**src/core/npc_defines.vh**
```
// constants for the oscillator word and loop configuration register bank
`ifndef NPC_DEFINES_VH
`define NPC_DEFINES_VH

// register indices; byte address is four times the index
`define NPC_IDX_PHASE_OFS   6'h12
`define NPC_IDX_RSVD_A      6'h13
`define NPC_IDX_FREQ_LO     6'h14
`define NPC_IDX_FREQ_HI     6'h15
`define NPC_IDX_RSVD_B      6'h16
`define NPC_IDX_RSVD_C      6'h17
`define NPC_IDX_LOOP_CTL    6'h18
`define NPC_IDX_LOOP_DIV    6'h19
`define NPC_IDX_VCO_TUNE    6'h1A
`define NPC_IDX_SYNC_CTL    6'h20

// reset values
`define NPC_RST_ZERO        16'h0000
`define NPC_RST_LOOP_CTL    16'h2808
`define NPC_RST_LOOP_DIV    16'h0440
`define NPC_RST_VCO_TUNE    16'h0020

// loop control fields
`define NPC_LC_FILT_RST     12
`define NPC_LC_NDIV_SYNC    11
`define NPC_LC_PLL_EN       10
`define NPC_LC_CP_HI        7
`define NPC_LC_CP_LO        6
`define NPC_LC_PRE_HI       5
`define NPC_LC_PRE_LO       3
`define NPC_LC_LFV_HI       2
`define NPC_LC_LFV_LO       0

// loop divider fields
`define NPC_LD_M_HI         15
`define NPC_LD_M_LO         8
`define NPC_LD_N_HI         7
`define NPC_LD_N_LO         4
`define NPC_LD_BIAS_HI      3
`define NPC_LD_BIAS_LO      2

// vco coarse tuning field
`define NPC_VT_HI           15
`define NPC_VT_LO           10

// sync control fields
`define NPC_SC_AUTO_EN      0
`define NPC_SC_MANUAL       1

// charge pump codes
`define NPC_CP_NONE         2'h0
`define NPC_CP_SINGLE       2'h1
`define NPC_CP_DUAL         2'h3

// prescaler code that divides by eight
`define NPC_PRE_DIV8_CODE   3'h0
`define NPC_PRE_DIV8        4'h8

// axi responses
`define NPC_RESP_OKAY       2'h0
`define NPC_RESP_SLVERR     2'h2

`endif

```
**src/core/npc_config_regs.v**
```verilog
// oscillator frequency word and clock multiplier loop configuration bank
//
// Design decision made here: the AXI4-Lite register port.
`timescale 1ns/1ps
`default_nettype none
`include "npc_defines.vh"
// Behaviour
// 32-bit signed increment split across 0x14/0x15
// one lsb steps sample rate over 2^32
// halves apply together on phase offset write
// filter reset bit clamps filter, falling restarts
// divider sync bit routes sync to dividers
// enable bit runs loop, clear bypasses it
// pump code 00 none, 01 single, 11 dual
// prescaler codes 2..7 divide, 000 by eight
// loop filter voltage bits read only
// software tunes vco until voltage 010..101
// vco coarse tuning bits 15:10, reset zero
// m top bit zero: m is low seven
// m top bit one: m is twice low
// n divider setting held at bits 7:4
// software sets bias tuning to 01
// divider register resets to 0x0440
// factory registers reset zero, 0x18 top 001
module npc_config_regs #(
	parameter AW = 8                        // axi address width
) (
	input  wire        aclk,               // bank clock
	input  wire        aresetn,            // synchronous reset, active low
	input  wire [AW-1:0] s_axi_awaddr,     // write address
	input  wire        s_axi_awvalid,      // write address valid
	output reg         s_axi_awready,      // write address ready
	input  wire [31:0] s_axi_wdata,        // write data
	input  wire [3:0]  s_axi_wstrb,        // write byte strobes
	input  wire        s_axi_wvalid,       // write data valid
	output reg         s_axi_wready,       // write data ready
	output reg  [1:0]  s_axi_bresp,        // write response
	output reg         s_axi_bvalid,       // write response valid
	input  wire        s_axi_bready,       // write response ready
	input  wire [AW-1:0] s_axi_araddr,     // read address
	input  wire        s_axi_arvalid,      // read address valid
	output reg         s_axi_arready,      // read address ready
	output reg  [31:0] s_axi_rdata,        // read data
	output reg  [1:0]  s_axi_rresp,        // read response
	output reg         s_axi_rvalid,       // read data valid
	input  wire        s_axi_rready,       // read data ready
	input  wire        lvds_sync,          // sync pin from the data port
	input  wire [2:0]  loop_volt_in,       // loop filter voltage comparators
	output reg  [31:0] nco_freq_word,      // active frequency increment
	output reg  [15:0] nco_phase_offset,   // active phase offset
	output reg         nco_update,         // pulse when mixer settings load
	output reg         loop_filter_clamp,  // hold loop filter at ground
	output reg         pll_restart,        // one pulse on clamp release
	output reg         ndiv_sync,          // sync routed to n dividers
	output reg         pll_enable,         // loop running
	output reg         pll_bypass,         // loop bypassed
	output reg         pump_single,        // single charge pump on
	output reg         pump_dual,          // dual charge pump on
	output reg  [3:0]  prescale_ratio,     // prescaler divide ratio
	output reg  [7:0]  m_divide,           // decoded m divider value
	output reg         m_valid,            // m setting is a legal value
	output reg  [3:0]  n_setting,          // raw n divider setting
	output reg  [1:0]  vco_bias_tune,      // vco bias tuning bits
	output reg  [5:0]  vco_coarse          // vco coarse tuning bits
);

	// register storage
	reg [15:0] phase_ofs_q;                // staged phase offset
	reg [15:0] rsvd_a_q;                   // factory word a
	reg [15:0] freq_lo_q;                  // staged increment low half
	reg [15:0] freq_hi_q;                  // staged increment high half
	reg [15:0] rsvd_b_q;                   // factory word b
	reg [15:0] rsvd_c_q;                   // factory word c
	reg [15:0] loop_ctl_q;                 // loop control, bits 2:0 unused
	reg [15:0] loop_div_q;                 // loop dividers
	reg [15:0] vco_tune_q;                 // vco coarse tuning word
	reg [1:0]  sync_ctl_q;                 // auto-sync enable, manual bit
	reg        clamp_prev_q;               // last clamp bit, for the edge
	reg [2:0]  volt_s1_q;                  // voltage synchroniser stage one
	reg [2:0]  volt_s2_q;                  // voltage synchroniser stage two
	reg        sync_s1_q;                  // sync pin stage one
	reg        sync_s2_q;                  // sync pin stage two

	// bus side signals
	wire       wr_fire;                    // write address and data taken
	wire       rd_fire;                    // read address taken
	wire [5:0] wr_idx;                     // write register index
	wire [5:0] rd_idx;                     // read register index
	reg        wr_hit;                     // write index is mapped
	reg        rd_hit;                     // read index is mapped
	reg [15:0] rd_word;                    // read mux result
	reg        load_mixer;                 // staged words become active
	reg [15:0] wmask;                      // byte lanes as a bit mask

	assign wr_fire = s_axi_awready & s_axi_awvalid &
		s_axi_wready & s_axi_wvalid;
	assign rd_fire = s_axi_arready & s_axi_arvalid;
	assign wr_idx  = s_axi_awaddr[7:2];
	assign rd_idx  = s_axi_araddr[7:2];

	// lane mask: only the low two lanes carry register bits
	always @* begin
		wmask = {{8{s_axi_wstrb[1]}}, {8{s_axi_wstrb[0]}}};
	end

	// which indices exist
	always @* begin
		case (wr_idx)
			`NPC_IDX_PHASE_OFS, `NPC_IDX_RSVD_A, `NPC_IDX_FREQ_LO,
			`NPC_IDX_FREQ_HI, `NPC_IDX_RSVD_B, `NPC_IDX_RSVD_C,
			`NPC_IDX_LOOP_CTL, `NPC_IDX_LOOP_DIV, `NPC_IDX_VCO_TUNE,
			`NPC_IDX_SYNC_CTL: wr_hit = 1'b1;
			default: wr_hit = 1'b0;
		endcase
		case (rd_idx)
			`NPC_IDX_PHASE_OFS, `NPC_IDX_RSVD_A, `NPC_IDX_FREQ_LO,
			`NPC_IDX_FREQ_HI, `NPC_IDX_RSVD_B, `NPC_IDX_RSVD_C,
			`NPC_IDX_LOOP_CTL, `NPC_IDX_LOOP_DIV, `NPC_IDX_VCO_TUNE,
			`NPC_IDX_SYNC_CTL: rd_hit = 1'b1;
			default: rd_hit = 1'b0;
		endcase
	end

	// read mux; voltage bits come live from the synchroniser
	always @* begin
		case (rd_idx)
			`NPC_IDX_PHASE_OFS: rd_word = phase_ofs_q;
			`NPC_IDX_RSVD_A:    rd_word = rsvd_a_q;
			`NPC_IDX_FREQ_LO:   rd_word = freq_lo_q;
			`NPC_IDX_FREQ_HI:   rd_word = freq_hi_q;
			`NPC_IDX_RSVD_B:    rd_word = rsvd_b_q;
			`NPC_IDX_RSVD_C:    rd_word = rsvd_c_q;
			`NPC_IDX_LOOP_CTL:  rd_word = {loop_ctl_q[15:3],
				volt_s2_q};
			`NPC_IDX_LOOP_DIV:  rd_word = loop_div_q;
			`NPC_IDX_VCO_TUNE:  rd_word = vco_tune_q;
			`NPC_IDX_SYNC_CTL:  rd_word = {14'h0000, sync_ctl_q};
			default:            rd_word = `NPC_RST_ZERO;
		endcase
	end

	// mixer load fires on a phase offset write with auto-sync on,
	// or on the manual bit; the halves alone never reach the mixer
	always @* begin
		load_mixer = 1'b0;
		if (wr_fire && wr_idx == `NPC_IDX_PHASE_OFS &&
			sync_ctl_q[`NPC_SC_AUTO_EN]) begin
			load_mixer = 1'b1;
		end
		if (wr_fire && wr_idx == `NPC_IDX_SYNC_CTL &&
			s_axi_wstrb[0] && s_axi_wdata[`NPC_SC_MANUAL]) begin
			load_mixer = 1'b1;
		end
	end

	// write channel: both ready together once both valids are seen,
	// so neither channel is taken alone and no skid buffer is needed
	always @(posedge aclk) begin
		if (!aresetn) begin
			s_axi_awready <= 1'b0;
			s_axi_wready  <= 1'b0;
			s_axi_bvalid  <= 1'b0;
			s_axi_bresp   <= `NPC_RESP_OKAY;
		end else begin
			if (wr_fire) begin
				// take both, answer next
				s_axi_awready <= 1'b0;
				s_axi_wready  <= 1'b0;
				s_axi_bvalid  <= 1'b1;
				s_axi_bresp   <= wr_hit ? `NPC_RESP_OKAY :
					`NPC_RESP_SLVERR;
			end else if (s_axi_awvalid && s_axi_wvalid &&
				!s_axi_bvalid && !s_axi_awready) begin
				// both offered and no answer pending
				s_axi_awready <= 1'b1;
				s_axi_wready  <= 1'b1;
			end
			if (s_axi_bvalid && s_axi_bready) begin
				s_axi_bvalid <= 1'b0;
			end
		end
	end

	// read channel: one cycle of arready, then data held until taken
	always @(posedge aclk) begin
		if (!aresetn) begin
			s_axi_arready <= 1'b0;
			s_axi_rvalid  <= 1'b0;
			s_axi_rdata   <= 32'h00000000;
			s_axi_rresp   <= `NPC_RESP_OKAY;
		end else begin
			if (rd_fire) begin
				s_axi_arready <= 1'b0;
				s_axi_rvalid  <= 1'b1;
				s_axi_rdata   <= {16'h0000, rd_word};
				s_axi_rresp   <= rd_hit ? `NPC_RESP_OKAY :
					`NPC_RESP_SLVERR;
			end else if (s_axi_arvalid && !s_axi_rvalid &&
				!s_axi_arready) begin
				s_axi_arready <= 1'b1;
			end
			if (s_axi_rvalid && s_axi_rready) begin
				s_axi_rvalid <= 1'b0;
			end
		end
	end

	// register writes with byte lanes; factory words reset to zero
	always @(posedge aclk) begin
		if (!aresetn) begin
			phase_ofs_q <= `NPC_RST_ZERO;
			rsvd_a_q    <= `NPC_RST_ZERO;
			freq_lo_q   <= `NPC_RST_ZERO;
			freq_hi_q   <= `NPC_RST_ZERO;
			rsvd_b_q    <= `NPC_RST_ZERO;
			rsvd_c_q    <= `NPC_RST_ZERO;
			loop_ctl_q  <= `NPC_RST_LOOP_CTL;
			loop_div_q  <= `NPC_RST_LOOP_DIV;
			vco_tune_q  <= `NPC_RST_VCO_TUNE;
			sync_ctl_q  <= 2'h0;
		end else begin
			// manual bit is self clearing
			sync_ctl_q[`NPC_SC_MANUAL] <= 1'b0;
			if (wr_fire) begin
				case (wr_idx)
					`NPC_IDX_PHASE_OFS: phase_ofs_q <=
						(phase_ofs_q & ~wmask) | (s_axi_wdata[15:0] & wmask);
					`NPC_IDX_RSVD_A: rsvd_a_q <=
						(rsvd_a_q & ~wmask) | (s_axi_wdata[15:0] & wmask);
					`NPC_IDX_FREQ_LO: freq_lo_q <=
						(freq_lo_q & ~wmask) | (s_axi_wdata[15:0] & wmask);
					`NPC_IDX_FREQ_HI: freq_hi_q <=
						(freq_hi_q & ~wmask) | (s_axi_wdata[15:0] & wmask);
					`NPC_IDX_RSVD_B: rsvd_b_q <=
						(rsvd_b_q & ~wmask) | (s_axi_wdata[15:0] & wmask);
					`NPC_IDX_RSVD_C: rsvd_c_q <=
						(rsvd_c_q & ~wmask) | (s_axi_wdata[15:0] & wmask);
					`NPC_IDX_LOOP_CTL: loop_ctl_q <=
						(loop_ctl_q & ~wmask) | (s_axi_wdata[15:0] & wmask);
					`NPC_IDX_LOOP_DIV: loop_div_q <=
						(loop_div_q & ~wmask) | (s_axi_wdata[15:0] & wmask);
					`NPC_IDX_VCO_TUNE: vco_tune_q <=
						(vco_tune_q & ~wmask) | (s_axi_wdata[15:0] & wmask);
					`NPC_IDX_SYNC_CTL: begin
						if (s_axi_wstrb[0]) begin
							sync_ctl_q <= s_axi_wdata[1:0];
						end
					end
					default: begin
						// unmapped: nothing stored, slverr answered
					end
				endcase
			end
		end
	end

	// pin synchronisers: first stage feeds only the second
	always @(posedge aclk) begin
		if (!aresetn) begin
			volt_s1_q <= 3'h0;
			volt_s2_q <= 3'h0;
			sync_s1_q <= 1'b0;
			sync_s2_q <= 1'b0;
		end else begin
			volt_s1_q <= loop_volt_in;
			volt_s2_q <= volt_s1_q;
			sync_s1_q <= lvds_sync;
			sync_s2_q <= sync_s1_q;
		end
	end

	// active mixer settings, loaded together from the staged words;
	// the word is signed, one lsb is one 2^32nd of the sample rate
	always @(posedge aclk) begin
		if (!aresetn) begin
			nco_freq_word    <= 32'h00000000;
			nco_phase_offset <= `NPC_RST_ZERO;
			nco_update       <= 1'b0;
		end else begin
			nco_update <= load_mixer;
			if (load_mixer) begin
				nco_freq_word    <= {freq_hi_q, freq_lo_q};
				// a phase write carries the new offset straight through
				nco_phase_offset <= (wr_idx == `NPC_IDX_PHASE_OFS) ?
					((phase_ofs_q & ~wmask) | (s_axi_wdata[15:0] & wmask)) :
					phase_ofs_q;
			end
		end
	end

	// loop control decode, every output registered
	always @(posedge aclk) begin
		if (!aresetn) begin
			loop_filter_clamp <= 1'b0;
			clamp_prev_q      <= 1'b0;
			pll_restart       <= 1'b0;
			ndiv_sync         <= 1'b0;
			pll_enable        <= 1'b0;
			pll_bypass        <= 1'b1;
			pump_single       <= 1'b0;
			pump_dual         <= 1'b0;
			prescale_ratio    <= 4'h0;
		end else begin
			loop_filter_clamp <= loop_ctl_q[`NPC_LC_FILT_RST];
			clamp_prev_q      <= loop_ctl_q[`NPC_LC_FILT_RST];
			// falling clamp bit restarts the loop after a lock-up
			pll_restart <= clamp_prev_q &
				~loop_ctl_q[`NPC_LC_FILT_RST];
			// sync pin gated through to the dividers when enabled
			ndiv_sync  <= loop_ctl_q[`NPC_LC_NDIV_SYNC] & sync_s2_q;
			pll_enable <= loop_ctl_q[`NPC_LC_PLL_EN];
			pll_bypass <= ~loop_ctl_q[`NPC_LC_PLL_EN];
			// the unused code 10 leaves both pumps off
			case (loop_ctl_q[`NPC_LC_CP_HI:`NPC_LC_CP_LO])
				`NPC_CP_SINGLE: begin
					pump_single <= 1'b1;
					pump_dual   <= 1'b0;
				end
				`NPC_CP_DUAL: begin
					pump_single <= 1'b0;
					pump_dual   <= 1'b1;
				end
				default: begin
					pump_single <= 1'b0;
					pump_dual   <= 1'b0;
				end
			endcase
			// code 001 has no ratio of its own; it passes as one
			if (loop_ctl_q[`NPC_LC_PRE_HI:`NPC_LC_PRE_LO] ==
				`NPC_PRE_DIV8_CODE) begin
				prescale_ratio <= `NPC_PRE_DIV8;
			end else begin
				prescale_ratio <= {1'b0,
					loop_ctl_q[`NPC_LC_PRE_HI:`NPC_LC_PRE_LO]};
			end
		end
	end

	// divider and tuning decode
	always @(posedge aclk) begin
		if (!aresetn) begin
			m_divide      <= 8'h00;
			m_valid       <= 1'b0;
			n_setting     <= 4'h0;
			vco_bias_tune <= 2'h0;
			vco_coarse    <= 6'h00;
		end else begin
			if (loop_div_q[`NPC_LD_M_HI]) begin
				// doubled range: even values 8..254
				m_divide <= {loop_div_q[14:8], 1'b0};
				m_valid  <= (loop_div_q[14:8] >= 7'h04);
			end else begin
				m_divide <= {1'b0, loop_div_q[14:8]};
				m_valid  <= (loop_div_q[14:8] >= 7'h04);
			end
			n_setting     <= loop_div_q[`NPC_LD_N_HI:`NPC_LD_N_LO];
			vco_bias_tune <= loop_div_q[`NPC_LD_BIAS_HI:`NPC_LD_BIAS_LO];
			vco_coarse    <= vco_tune_q[`NPC_VT_HI:`NPC_VT_LO];
		end
	end

endmodule
`default_nettype wire

```
**config.mk**
```make
export PLATFORM = sky130hd
export DESIGN_NAME = npc_config_regs
export DESIGN_NICKNAME = d
export VERILOG_FILES = /design/src/core/npc_config_regs.v
export VERILOG_INCLUDE_DIRS = /design/src /design/src/core
export SDC_FILE = /design/constraint.sdc
export NUM_CORES = 1
export LEC_CHECK = 0
export BUFFER_PORTS_ARGS = -buffer_cell sky130_fd_sc_hd__buf_2
export CAP_MARGIN = 20
export CORE_MARGIN = 10
export CORE_UTILIZATION = 45
export DETAILED_ROUTE_END_ITERATION = 16
export GPL_ROUTABILITY_DRIVEN = 0
export PLACE_DENSITY_LB_ADDON = 0.1
export SLEW_MARGIN = 15
export SYNTH_ARGS = -nofsm -noshare
export SYNTH_HDL_FRONTEND = slang
export SYNTH_SLANG_ARGS = --single-unit
export TNS_END_PERCENT = 100
```
**constraint.sdc**
```tcl
create_clock -name aclk -period 2 [get_ports aclk]
set_input_delay 0.3 -clock aclk [delete_from_list [all_inputs] [get_ports aclk]]
set_output_delay 0.3 -clock aclk [all_outputs]
set_load 0.05 [all_outputs]
```
==> flow_summary.ini <==
[final_layout]
final_util_pct = 55.5
layout.nets = 1378
fill_cells = 2310
syn2layout_area_growth_pct = 21.7
fin_cells = 1669
drive_gt1_share_pct = 21.7

[yosys]
yosysSeqAreaShare_pct = 44.6
synth_commonest_cells = dfxtp_1 (254), mux2i_1 (166), nor2b_1 (147)
ys_ff_latch = 254
syn_area_um2 = 11400
synth_most_common_cell = dfxtp_1
yosysWarnings = 0
syn_inst = 1167
synth_edf_count = 0
synth.area.top_cells = dfxtp_1 (45%), mux2i_1 (15%), nor2b_1 (8.1%), nand3_1 (4.4%), clkbuf_1 (2.7%)
avgSynthCellArea_um2 = 9.78
yosys.area.top_type = dfxtp_1
async_flop_share_pct = 0
synth.distinct_cells = 59
synth.top_cell.area_share_pct = 44.6
ys_dominant_reg_cell = dfxtp_1

[worst_setup_path]
critPathArrivalTime_ns = 2.14
cp_max_fo = 9
worstSetupStartpointType = flop
critPathRequiredTime_ns = 2.44
rrSetupSlack_ns = 0.30
reg2reg_from = s_axi_wready
critPathKind = flop to flop
crit_path_end_kind = flop
reg2reg_depth = 5

[global_routing]
track_usage_pct = 21.0
grt_max_degree = 100
antenna_found_initial = 3
grt_overflow = 0
grt_pass1_wl_mm = 52.6
grt_pass1_vias = 8713

[sta]
max-slew-margin-rel_pct = 61.1
fmax_ghz = 0.588
holdWs_ns = 0.0682
rsz0062_at_grt = no
setup_viol = 0
setup_ws_ns = 0.300
hold_viol = 0
maxSlewViolCount = 0
fin_skew_ns = 0.0129
min_period_ns = 1.70
worst_pin_slew_ns = 0.584
fin_crit_sh_pct = 85.0

[clock_tree]
htreeDepth = 1
clockBufferDepth = 3
cts_tree = built
cts_setup_buffers = 0
clk_pin_slew_ns = 0.06
clock_sinks = 254
cts_root_buffer = clkbuf_16
insertion_delay_ns = 0.55
numCtsBuffers = 29

[routing]
routed_wl_mm = 35.2
dr.pass1.iters = 5
drc = 0
vias_per_cell = 5.49
antenna_left = 0
drtIter0Drc = 846
vias = 9165
routedWlPerCell_um = 21.1

[run_status]
outcome = complete, no violations

[floorplan]
die_w_um = 179
die_y_um = 179
rows = 58
initial_utilization_pct = 45.6
ios = 185
coreArea_um2 = 25000
die_area_um2 = 32100

[placed_design]
hpwlAfterDp_mm = 24.8
place_ws_ns = -0.00430
numPortBuffers = 144
dp.cells = 1610

[hold_path]
min_from = s_axi_bready
worstHoldPathType = input pin to flop
whs_endpoint = s_axi_bvalid
whs_path_depth = 3

[run]
drv_cap = 0

[power]
peakVddDrop_v = 0.000603
p_leak_uw = 0.00559
power_density_nw_per_um2 = 830
cell type report:
class | count | area (µm²) | share of cell area, %
antenna | 1 | 2.50 | 0.0180
timing repair buffer | 225 | 1500 | 10.8
tap | 330 | 413 | 2.97
multi-input combinational | 804 | 5830 | 42.0
clock buffer | 40 | 837 | 6.03
inverter | 1 | 3.75 | 0.0270
sequential | 254 | 5090 | 36.6
clock inverter | 14 | 209 | 1.51
report_power, final:
part / switching (µW) / leakage [µW] / internal, µW
combinational: 470 / 0.00302 / 215
sequential: 11.3 / 0.00205 / 5080
clock: 2190 / 0.000516 / 3570
total: 2670 / 0.00559 / 8860
kinds of logic (layout without fill, tap and decap cells):
group | after synthesis | count (layout) | synth area share (%)
other | 1 | 19 | 0.0329
buffers and inverters | 126 | 280 | 4.98
DFF | 254 | 254 | 44.6
and+or+nand+nor | 418 | 418 | 23.1
muxes | 166 | 166 | 14.6
AOI/OAI and AO/OA | 202 | 202 | 12.7
repair_timing:
| action | CTS | global route |
|---|---|---|
| endpoints found under the hold margin | 4 | 0 |
| gates resized for setup | 0 | 0 |
| hold buffers | 4 | 0 |
critical path, cell delays in order, from the launching register on:
cell and delay, ns:
dfxtp_2 0.40, nand4_2 0.39, nor3_4 0.29, buf_4 0.23
mux2i_1 0.21, nor2b_1 0.06
per-stage QoR:
step | cell area (µm²) | power [µW] | setup TNS [ns]
after floorplan | 11500 | 5660 | 0
after global placement | 12800 | 5880 | 0
after detailed placement | 12800 | 5880 | -0.00430
after CTS | 13900 | 11600 | 0
after global routing | 13900 | 11900 | 0
final | 13900 | 11500 | 0
cell usage in the layout (no fill, tap or decap), types with 16 or more instances in the layout:
cell type  instances
mux2i_1          166
nand3_1          101
a22o_1            16
dfxtp_1          253
nor2b_1          147
a21boi_0          37
o21ai_0           52
and2_1            38
conb_1            18
nand2_1           30
buf_2            143
buf_4             65
and3_1            16
clkbuf_16         29
how the worst max path moves through the flow:
| stage | cells after the start | from | endpoint | slack (ns) |
|---|---|---|---|---|
| 4_1_cts | 6 | s_axi_wready | nco_freq_word[9] | 0.26 |
| 2_1_floorplan | 5 | s_axi_arready | s_axi_rdata[9] | 0.08 |
| 6_report | 5 | s_axi_wready | flop | 0.30 |
| 3_3_place_gp | 6 | s_axi_araddr[2] | s_axi_rdata[6] | 0.01 |
| 5_1_grt | 6 | s_axi_wready | nco_freq_word[21] | 0.12 |
| 3_5_place_dp | 6 | s_axi_araddr[2] | s_axi_rdata[6] | -0.004 |
per-layer routing:
layer	routed length [µm]	GRT usage [%]
met5	13	0
met4	1080	7.11
met3	2310	4.00
met2	16000	33.5
met1	15800	27.9
Note: power is estimated with default switching activity, not from simulation.
